[config.mk]
export PLATFORM = sky130hd
export DESIGN_NAME = lin_irq_enable_clear_low
export DESIGN_NICKNAME = d
export VERILOG_FILES = /design/src/rtl/irq_enable_pkg.sv /design/src/rtl/reg_access_if.sv /design/src/rtl/axil_reg_slave.sv /design/src/rtl/lin_irq_enable_clear_low.sv
export SDC_FILE = /design/constraint.sdc
export NUM_CORES = 1
export LEC_CHECK = 0
export BUFFER_PORTS_ARGS = -buffer_cell sky130_fd_sc_hd__buf_2
export CAP_MARGIN = 10
export CORE_ASPECT_RATIO = 1.1
export CORE_UTILIZATION = 45
export DETAILED_ROUTE_END_ITERATION = 8
export GPL_TIMING_DRIVEN = 1
export MAX_ROUTING_LAYER = met4
export PLACE_DENSITY = 0.74
export SETUP_SLACK_MARGIN = 0.3
export SLEW_MARGIN = 10
export SYNTH_ARGS = -nofsm -noshare
export SYNTH_HDL_FRONTEND = slang
export SYNTH_SLANG_ARGS = --single-unit
[constraint.sdc]
create_clock -name clk -period 1.8 [get_ports clk]
set_input_delay 0.09 -clock clk [delete_from_list [all_inputs] [get_ports clk]]
set_output_delay 0.09 -clock clk [all_outputs]
set_load 0.02 [all_outputs]
[src/rtl/irq_enable_pkg.sv]
// Shared constants for the interrupt enable-clear block
package irq_enable_pkg;
	// Register byte addresses
	localparam logic [7:0] ADDR_ENABLE_CLEAR = 8'h00;
	localparam logic [7:0] ADDR_ENABLE_SET = 8'h04;
	localparam logic [7:0] ADDR_STATUS = 8'h08;
	localparam logic [7:0] ADDR_MASK = 8'h0c;
	localparam logic [7:0] ADDR_CONTROL = 8'h10;
	// Source bit positions inside every per-source register
	localparam int BIT_IDENT = 13;
	localparam int BIT_RECEIVER = 9;
	localparam int BIT_TRANSMITTER = 8;
	localparam int BIT_TRIPLE_WAKE = 7;
	localparam int BIT_SINGLE_WAKE = 6;
	localparam int BIT_BUS_IDLE = 4;
	localparam int BIT_WAKE = 1;
	// Control register fields
	localparam int BIT_LIN_MODE = 0;
	localparam int BIT_PROTECTED = 1;
	// Implemented source bits; everything else reads zero
	localparam logic [31:0] IMPL_MASK = 32'h0000_23d2;
	// Sources that only exist in LIN mode
	localparam logic [31:0] LIN_ONLY_MASK = 32'h0000_20d0;
	// Reserved positions named by the field table
	localparam logic [31:0] RESERVED_MASK = 32'h0000_1c20;
	// Reset values
	localparam logic [31:0] ENABLE_RESET = 32'h0000_0000;
	localparam logic [31:0] MASK_RESET = 32'h0000_0000;
	localparam logic [31:0] ZERO_WORD = 32'h0000_0000;
	// Bus response codes
	localparam logic [1:0] RESP_OKAY = 2'h0;
	localparam logic [1:0] RESP_SLVERR = 2'h2;
endpackage

[src/rtl/reg_access_if.sv]
// Register access strobes between the bus front end and the register core
`timescale 1ns/1ps
`default_nettype none
interface reg_access_if;
	logic wrEn; // One-cycle write pulse
	logic [7:0] wrAddr; // Write byte address
	logic [31:0] wrData; // Write data
	logic [3:0] wrStrb; // Write byte lanes
	logic rdEn; // One-cycle read pulse, side effects fire with it
	logic [7:0] rdAddr; // Read byte address
	logic [31:0] rdData; // Read data, valid while rdEn
	logic rdErr; // Read address unmapped
	logic wrErr; // Write address unmapped
	modport bus (output wrEn, wrAddr, wrData, wrStrb, rdEn, rdAddr, input rdData, rdErr, wrErr);
	modport core (input wrEn, wrAddr, wrData, wrStrb, rdEn, rdAddr, output rdData, rdErr, wrErr);
endinterface
`default_nettype wire

[src/rtl/axil_reg_slave.sv]
// AXI4-Lite slave front end turning bus beats into register strobes
`timescale 1ns/1ps
`default_nettype none
module axil_reg_slave (
	// Clock and reset
	input wire logic clk,
	input wire logic resetn,
	// Write channels
	input wire logic [7:0] awaddr,
	input wire logic awvalid,
	output logic awready,
	input wire logic [31:0] wdata,
	input wire logic [3:0] wstrb,
	input wire logic wvalid,
	output logic wready,
	output logic [1:0] bresp,
	output logic bvalid,
	input wire logic bready,
	// Read channels
	input wire logic [7:0] araddr,
	input wire logic arvalid,
	output logic arready,
	output logic [31:0] rdata,
	output logic [1:0] rresp,
	output logic rvalid,
	input wire logic rready,
	// Register side
	reg_access_if.bus rg
);
	// All bus-facing state in one record
	typedef struct packed {
		logic wrReady;
		logic bValid;
		logic [1:0] bResp;
		logic rdReady;
		logic rValid;
		logic [1:0] rResp;
		logic [31:0] rData;
	} slave_t;
	slave_t s_q, s_d;

	// Strobes are combinational on the ready pulse; valid is held by the master
	assign rg.wrEn = s_q.wrReady & awvalid & wvalid;
	assign rg.wrAddr = awaddr;
	assign rg.wrData = wdata;
	assign rg.wrStrb = wstrb;
	assign rg.rdEn = s_q.rdReady & arvalid;
	assign rg.rdAddr = araddr;

	// Next state; both write channels are taken together, so either order works
	always_comb
	begin
		s_d = s_q;
		s_d.wrReady = awvalid & wvalid & ~s_q.wrReady & ~s_q.bValid;
		s_d.rdReady = arvalid & ~s_q.rdReady & ~s_q.rValid;
		if (s_q.bValid & bready)
			s_d.bValid = 1'b0;
		if (rg.wrEn)
		begin
			s_d.bValid = 1'b1;
			s_d.bResp = rg.wrErr ? irq_enable_pkg::RESP_SLVERR : irq_enable_pkg::RESP_OKAY;
		end
		if (s_q.rValid & rready)
			s_d.rValid = 1'b0;
		if (rg.rdEn)
		begin
			s_d.rValid = 1'b1;
			s_d.rData = rg.rdData;
			s_d.rResp = rg.rdErr ? irq_enable_pkg::RESP_SLVERR : irq_enable_pkg::RESP_OKAY;
		end
	end

	// State register
	always_ff @(posedge clk)
	begin
		if (!resetn)
			s_q <= '0;
		else
			s_q <= s_d;
	end

	// Outputs straight from flops
	assign awready = s_q.wrReady;
	assign wready = s_q.wrReady;
	assign bvalid = s_q.bValid;
	assign bresp = s_q.bResp;
	assign arready = s_q.rdReady;
	assign rvalid = s_q.rValid;
	assign rresp = s_q.rResp;
	assign rdata = s_q.rData;
endmodule
`default_nettype wire

[src/rtl/lin_irq_enable_clear_low.sv]
// Interrupt enable-clear register block with status, mask and level output
//
// How it works
// Writing one to bit 13 disables identifier source
// Enable bits read one enabled, zero disabled
// Written zero keeps enable, one clears it
// Reserved bits 12-10, 5 read zero, ignore writes
// Bit 9 disables receiver, only in protected mode
// Bit 8 disables transmitter, reads back there
// Bit 7 disables triple-wake timeout, LIN only
// Bit 6 disables single-wake timeout, LIN only
// Bus-idle bit disables bus idle timeout source
// Wake bit disables wake source, reads back
// Disabled sources raise no interrupt request
//
// Design decisions made here: register access over AXI4-Lite and the register addresses.
`timescale 1ns/1ps
`default_nettype none
module lin_irq_enable_clear_low (
	// Clock and reset
	input wire logic clk,
	input wire logic resetn,
	// AXI4-Lite write channels
	input wire logic [7:0] awaddr,
	input wire logic awvalid,
	output logic awready,
	input wire logic [31:0] wdata,
	input wire logic [3:0] wstrb,
	input wire logic wvalid,
	output logic wready,
	output logic [1:0] bresp,
	output logic bvalid,
	input wire logic bready,
	// AXI4-Lite read channels
	input wire logic [7:0] araddr,
	input wire logic arvalid,
	output logic arready,
	output logic [31:0] rdata,
	output logic [1:0] rresp,
	output logic rvalid,
	input wire logic rready,
	// Source event pulses from the controller, same clock
	input wire logic identEvent,
	input wire logic receiverEvent,
	input wire logic transmitterEvent,
	input wire logic tripleWakeEvent,
	input wire logic singleWakeEvent,
	input wire logic busIdleEvent,
	input wire logic wakeEvent,
	// Interrupt outputs
	output logic [31:0] sourceRequest,
	output logic irq
);
	// Whole block state in one record
	typedef struct packed {
		logic [31:0] enable;
		logic [31:0] mask;
		logic [31:0] status;
		logic linMode;
		logic protMode;
		logic [31:0] request;
		logic irq;
	} core_t;
	core_t st_q, st_d;

	// Register strobes from the bus front end
	reg_access_if rg ();

	// Bus front end
	axil_reg_slave busSlave (
		.clk(clk),
		.resetn(resetn),
		.awaddr(awaddr),
		.awvalid(awvalid),
		.awready(awready),
		.wdata(wdata),
		.wstrb(wstrb),
		.wvalid(wvalid),
		.wready(wready),
		.bresp(bresp),
		.bvalid(bvalid),
		.bready(bready),
		.araddr(araddr),
		.arvalid(arvalid),
		.arready(arready),
		.rdata(rdata),
		.rresp(rresp),
		.rvalid(rvalid),
		.rready(rready),
		.rg(rg)
	);

	// Expand byte strobes into a bit mask
	function automatic logic [31:0] laneMask(input logic [3:0] strb);
		laneMask = {{8{strb[3]}}, {8{strb[2]}}, {8{strb[1]}}, {8{strb[0]}}};
	endfunction

	// True when an address names one of our registers
	function automatic logic isMapped(input logic [7:0] addr);
		isMapped = (addr == irq_enable_pkg::ADDR_ENABLE_CLEAR) || (addr == irq_enable_pkg::ADDR_ENABLE_SET)
			|| (addr == irq_enable_pkg::ADDR_STATUS) || (addr == irq_enable_pkg::ADDR_MASK)
			|| (addr == irq_enable_pkg::ADDR_CONTROL);
	endfunction

	// Written ones limited to enabled lanes and implemented sources
	logic [31:0] wrBits;
	assign wrBits = rg.wrData & laneMask(rg.wrStrb) & irq_enable_pkg::IMPL_MASK;

	// Decoded write strobes
	logic wrClear;
	logic wrSet;
	logic wrMask;
	logic wrCtrl;
	assign wrClear = rg.wrEn && rg.wrAddr == irq_enable_pkg::ADDR_ENABLE_CLEAR;
	assign wrSet = rg.wrEn && rg.wrAddr == irq_enable_pkg::ADDR_ENABLE_SET;
	assign wrMask = rg.wrEn && rg.wrAddr == irq_enable_pkg::ADDR_MASK;
	assign wrCtrl = rg.wrEn && rg.wrAddr == irq_enable_pkg::ADDR_CONTROL;

	// Receiver disable only takes effect in protected-write mode
	logic [31:0] clearBits;
	always_comb
	begin
		clearBits = wrBits;
		if (!st_q.protMode)
			clearBits[irq_enable_pkg::BIT_RECEIVER] = 1'b0;
	end

	// Raw events placed at their source positions
	logic [31:0] eventBits;
	always_comb
	begin
		eventBits = irq_enable_pkg::ZERO_WORD;
		eventBits[irq_enable_pkg::BIT_IDENT] = identEvent;
		eventBits[irq_enable_pkg::BIT_RECEIVER] = receiverEvent;
		eventBits[irq_enable_pkg::BIT_TRANSMITTER] = transmitterEvent;
		eventBits[irq_enable_pkg::BIT_TRIPLE_WAKE] = tripleWakeEvent;
		eventBits[irq_enable_pkg::BIT_SINGLE_WAKE] = singleWakeEvent;
		eventBits[irq_enable_pkg::BIT_BUS_IDLE] = busIdleEvent;
		eventBits[irq_enable_pkg::BIT_WAKE] = wakeEvent;
		// LIN-only sources cannot fire outside LIN mode
		if (!st_q.linMode)
			eventBits = eventBits & ~irq_enable_pkg::LIN_ONLY_MASK;
	end

	// Read mux; unmapped addresses answer with an error and zero data
	logic statusRead;
	assign statusRead = rg.rdEn && rg.rdAddr == irq_enable_pkg::ADDR_STATUS;
	always_comb
	begin
		rg.rdData = irq_enable_pkg::ZERO_WORD;
		case (rg.rdAddr)
			irq_enable_pkg::ADDR_ENABLE_CLEAR: rg.rdData = st_q.enable & irq_enable_pkg::IMPL_MASK;
			irq_enable_pkg::ADDR_ENABLE_SET: rg.rdData = st_q.enable & irq_enable_pkg::IMPL_MASK;
			irq_enable_pkg::ADDR_STATUS: rg.rdData = st_q.status;
			irq_enable_pkg::ADDR_MASK: rg.rdData = st_q.mask;
			irq_enable_pkg::ADDR_CONTROL:
			begin
				rg.rdData[irq_enable_pkg::BIT_LIN_MODE] = st_q.linMode;
				rg.rdData[irq_enable_pkg::BIT_PROTECTED] = st_q.protMode;
			end
			default: rg.rdData = irq_enable_pkg::ZERO_WORD;
		endcase
	end
	assign rg.rdErr = !isMapped(rg.rdAddr);
	assign rg.wrErr = !isMapped(rg.wrAddr);

	// Next-state logic for the whole block
	always_comb
	begin
		st_d = st_q;
		// Ones disable sources; zeros leave them alone
		if (wrClear)
			st_d.enable = st_q.enable & ~clearBits;
		// Companion path so software can re-enable a source
		if (wrSet)
			st_d.enable = st_q.enable | wrBits;
		if (wrMask)
			st_d.mask = (st_q.mask & ~laneMask(rg.wrStrb)) | wrBits;
		if (wrCtrl && rg.wrStrb[0])
		begin
			st_d.linMode = rg.wrData[irq_enable_pkg::BIT_LIN_MODE];
			st_d.protMode = rg.wrData[irq_enable_pkg::BIT_PROTECTED];
		end
		// Read clears status, but a same-cycle event still lands
		st_d.status = (statusRead ? irq_enable_pkg::ZERO_WORD : st_q.status) | eventBits;
		// Gate each pending source with its enable before the request and irq outputs see it
		st_d.request = st_q.status & st_q.enable;
		st_d.irq = |(st_q.status & st_q.enable & st_q.mask);
	end

	// State register, synchronous reset
	always_ff @(posedge clk)
	begin
		if (!resetn)
		begin
			st_q <= '0;
			st_q.enable <= irq_enable_pkg::ENABLE_RESET;
			st_q.mask <= irq_enable_pkg::MASK_RESET;
		end
		else
			st_q <= st_d;
	end

	// Outputs from flops
	assign sourceRequest = st_q.request;
	assign irq = st_q.irq;

	// Plain write data after byte lanes, for the checks
	logic [31:0] wrLanes;
	assign wrLanes = rg.wrData & laneMask(rg.wrStrb);
endmodule
`default_nettype wire

Yosys cells after proc, flatten, opt, wreduce, memory -nomap -nowiden
Cells that the tools add are included.
{"block": "word_totals", "register_bits": 171, "output_inout_bits": 74, "in_bits": 66, "word_cells": 80}
{"block": "classes", "reduce_logical": 21, "n_mux": 13, "bitwise": 24, "eq_ne": 8}
{"cell": "32-bit AND", "count": 4}
{"cell": "32-bit 2-to-1 mux", "count": 3}
{"cell": "32-bit by 14-bit OR with 32-bit output", "count": 3}
{"cell": "30-bit one-hot mux with 3 select lines", "count": 1}
{"cell": "35-bit 2-to-1 mux", "count": 1}
{"cell": "8-bit by 4-bit equality test with 1-bit output, second input constant", "count": 4}
{"cell": "14-bit inverter with 32-bit output", "count": 1}
{"cell": "32-bit inverter", "count": 1}
{"cell": "32-bit OR reduction", "count": 1}
{"cell": "8-bit by 3-bit equality test with 1-bit output, second input constant", "count": 2}
{"cell": "8-bit by 5-bit equality test with 1-bit output, second input constant", "count": 2}
{"cell": "8-bit zero test", "count": 2}
{"cell": "14-bit AND", "count": 1}
{"cell": "14-bit 2-to-1 mux", "count": 1}
{"cell": "1-bit AND", "count": 10}
{"cell": "1-bit logical OR", "count": 8}
{"cell": "2-bit one-hot mux with 4 select lines", "count": 1}
{"cell": "1-bit logical AND", "count": 6}
{"cell": "2-bit nonzero test", "count": 3}
{"cell": "2-bit 2-to-1 mux", "count": 2}
{"cell": "1-bit inverter", "count": 4}
{"cell": "1-bit 2-to-1 mux", "count": 3}
{"cell": "3-bit 2-to-1 mux", "count": 1}
{"cell": "2-bit OR reduction", "count": 1}

Longest topological paths before layout
{"block": "depth", "ltp_word": 7, "mapped_depth": 6, "ltp_nobuf": 4}

By module
Synthesis repeated with hierarchy kept, for this count alone.
{"block": "hier_totals", "hier_cells": 523, "hier_area_um2": 4804.6}
{"module": "lin_irq_enable_clear_low", "area_each_um2": 2727.6, "cells_per_inst": 299, "seq_area_each_um2": 1121.1, "n_inst": 1}
{"module": "axil_reg_slave", "area_each_um2": 2077.0, "cells_per_inst": 224, "seq_area_each_um2": 760.7, "n_inst": 1}

Worst setup path before layout
Ideal clock, no wire load.
{"block": "synth_timing", "path_kind": "register to register", "from": "register busSlave.s_q, in the netlist busSlave.awready", "to": "register st_q[83] (netlist bit)", "t_arrival_ns": 1.685, "setup_time_ns": 0.115, "stages_incl_launch_ff": 5, "n_path_buf": 0, "synth_period_minus_slack_ns": 1.800, "slack_ns": 0.000, "t_required_ns": 1.685, "path_cell_list": "dfxtp_1 > nand3_1 > nor4_4 > a41oi_4 > and2_1"}
{"block": "synth_via", "elab_chain_cells": 3}
{"item": "from (decl)", "line_no": "axil_reg_slave.sv:40", "text": "slave_t s_q, s_d;"}
{"item": "from (signal assigned)", "line_no": "axil_reg_slave.sv:77", "text": "s_q <= '0;"}
{"item": "from (signal assigned)", "line_no": "axil_reg_slave.sv:79", "text": "s_q <= s_d;"}
{"item": "1-bit AND (2 in a row)", "line_no": "axil_reg_slave.sv:43", "text": "assign rg.wrEn = s_q.wrReady & awvalid & wvalid;"}
{"item": "1-bit logical AND", "line_no": "lin_irq_enable_clear_low.sv:116", "text": "assign wrMask = rg.wrEn && rg.wrAddr == irq_enable_pkg::ADDR_MASK;"}
{"item": "to (signal assigned)", "line_no": "lin_irq_enable_clear_low.sv:201", "text": "st_q <= st_d;"}
{"item": "to (decl)", "line_no": "lin_irq_enable_clear_low.sv:64", "text": "core_t st_q, st_d;"}
Every way passes these cells.
A chain may end at the register's enable or synchronous reset.

Worst setup path in the final report
{"block": "layout_timing", "from": "register busSlave.s_q, in the netlist busSlave.arready", "to": "register busSlave.s_q, in the netlist busSlave.rdata[14]"}
{"block": "layout_via", "elab_chain_cells": 1}
{"item": "1-bit AND", "line_no": "axil_reg_slave.sv:47", "text": "assign rg.rdEn = s_q.rdReady & arvalid;"}
Every way passes these cells.

==> out/results.ini <==
[grt]
pin_count_of_the_biggest_net_entering_global_routing=53
grt_overflow=0
number_of_global_route_vias_before_repair=2809
antenna_found_initial=0
grt_pass1_wl_um=13100
grt_usage_pct=20.0

[pwr]
pwr_density_cell_mw_per_mm2=793
total_power_uw=3690
total_leakage_power_uw=0.00214
worst_ir_drop_vdd_v=0.000607

[route]
drt_iter0_drc=173
1st_pass_router_iterations=4
ant_nets=0
post_drt_wl_per_cell_um=13.9
route.detailed.vias_per_inst=5.00
wirelength_um=8390
vias=3017
drc=0

[worst_setup_path]
cp-start-kind=flop
timing.critical_path.to_type=flop
worst_setup_path_type=flop to flop
timing.critical_path.slowest_cell_delay_ns=0.37
worstSetupStartpoint=busSlave.arready
cp.arrival_ns=1.75
critical_path.most_common_cell=buf_6
cp.required_ns=2.09
worstPathMaxFanout=12
critical-path-top-delay-family=buffers and inverters
regToRegStartpoint=busSlave.arready
crit_slowest_cell=dfxtp_4
cp_cell_sequence=nand3b_1 > buf_6 > nor4_4 > buf_6 > clkbuf_16 > a22oi_1 > nor2_1
crit_buf_inv=3

[place]
globalplace.congestion=0.806
placed_area_mm2=0.00417
place.port_buffers=88
dpl_worst_slack_ns=0.107
place.detailed.hpwl_um=5570

[yosys]
synthesis.area_per_instance_um2=9.73
ys_types=40
post_synth_instance_area_mm2=0.00373
synth.yosys.seq_area_share_pct=50.5
yosysWarningCount=0
netlist_instances=383
synth_seq_cells=94

[clocking]
cts_sinks=94
cts_clock_pin_slew_for_the_worst_setup_and_hold_paths_ns=0.10
total_cts_buffers=9
clock_latency_late_sink_ns=0.35
cts_htree_levels=3
clockRootBuffer=clkbuf_8
cts-root-to-sink-buffers=2
clock_tree_from_tritoncts=yes

[sta]
final_max_slew_viol_count=0
worst_slack_ns=0.342
max_freq_mhz=686
timing.clock.skew_ns=0.0113
setup_repair_after_global_routing_missed_its_margin=true
fin_crit_sh_pct=81.0
setup_tns_ns=0
finalCriticalPeriod_ns=1.46
final-setup-viol-count=0
timing.final.hold_violations=0

[final_layout]
mostFrequentLayoutCells=92 x dfxtp_1, 87 x buf_2, 35 x nand2_1
layout_commonest_cell=dfxtp_1
flow.area_growth_from_synthesis_pct=24.9
fillers=720
final_layout_size_suffix_gt1_share_pct=27.1
antenna-diode-count=0
layout.nets=556
fin_area_mm2=0.00465

[min_path]
hold_path_class=input port to flop
hold_path.startpoint=resetn

[die]
fp.dieH_um=97.4
horiz_die_dim_um=88.8
initial_utilization_pct=46.8
row_count=34
io-pin-count=140
dieArea_mm2=0.00865
core_mm2=0.00796

[run]
cap_violations=0

[outcome]
status=complete, no violations

[path summary, 6_finish.rpt]
kind	end	slack (ns)	depth (start not counted)
hold reg to reg	busSlave.rdata[7]	0.45	2
setup reg to reg	busSlave.rdata[14]	0.34	7
setup / recovery	busSlave.rdata[14]	0.34	7
hold / removal	busSlave.arready	0.03	3
[layer usage]
layer / vias up / routed length, µm / track usage (%)
met1: 1407 / 3810 / 25.2
met4: 0 / 176 / 8.19
li1: 1510 / - / -
met3: 11 / 386 / 3.99
met5: - / 0 / -
met2: 89 / 4020 / 31.1
[what timing repair did]
action                                 in CTS  in global routing
hold buffers                               20                  0
gates cloned                                0                  2
setup endpoints to repair                  26                 11
endpoints found under the hold margin      22                  0
buffers inserted                            1                  3
pin swaps                                   3                  6
resized for setup                           0                  7
[cells in the mapped netlist (all sizes together)]
cell type,n,area [µm²]
nand2b,4,25.0
nor2,30,113
a41oi,3,63.8
or4,2,22.5
a211oi,2,15.0
nand4,1,12.5
nor4,6,97.6
or2,1,6.26
a21o,5,37.5
a22o,3,26.3
or3,1,11.3
and3,19,119
clkinv,1,3.75
nor3,1,5.00
inv,2,7.51
a32oi,1,8.76
o21ai,23,115
and4,1,8.76
conb,1,3.75
clkbuf,12,45.0
mux2i,11,110
a21oi,4,20.0
and4b,1,10.0
a31o,1,8.76
nor3b,2,15.0
and2,17,106
nand3b,4,30.0
a22oi,24,180
buf,41,292
nand3,13,65.1
a32o,4,40.0
nand2,35,131
dfxtp,94,1880
o31a,1,8.76
a31oi,10,62.6
nand4b,2,17.5
[layout make-up]
class | instances | area, µm² | share of cell area (%)
clock inverter | 7 | 52.6 | 1.13
inverter | 3 | 11.3 | 0.242
sequential | 94 | 1890 | 40.6
timing repair buffer | 123 | 830 | 17.8
clock buffer | 9 | 124 | 2.66
tap | 108 | 135 | 2.90
multi-input combinational | 259 | 1610 | 34.6
[report_power, final]
group          switching [µW]  total (µW)  internal [µW]  leakage [µW]
logic                     191         302            112       0.00128
clock network             767        1290            520     0.0000961
registers                10.3        2100           2090      0.000760
total                     968        3690           2720       0.00214
[metrics by stage]
stage / utilization [%] / cells / hold WS [ns]
final: 58.5 / 603 / 0.0314
after global routing: 58.5 / 603 / 0.0409
after CTS: 57.3 / 598 / 0.0157
after detailed placement: 52.5 / 561 / 0.323
after global placement: 52.5 / 561 / 0.318
after floorplan: - / 409 / 0.200
[logic make-up after synthesis]
| group | count (synthesis) | share of synthesized area [%] |
|---|---|---|
| and+or+nand+nor | 140 | 21.4 |
| DFF | 94 | 50.5 |
| AOI/OAI and AO/OA | 81 | 15.7 |
| buffers and inverters | 56 | 9.33 |
| muxes | 11 | 2.96 |
| other | 1 | 0.101 |
[worst min-delay path: cells and delay by family]
| family | cells | cell delay [ns] |
|---|---|---|
| AND/OR/NAND/NOR | 2 | 0.12 |
| buffers and inverters | 1 | 0.14 |
Power figures use the tool's default switching activity.
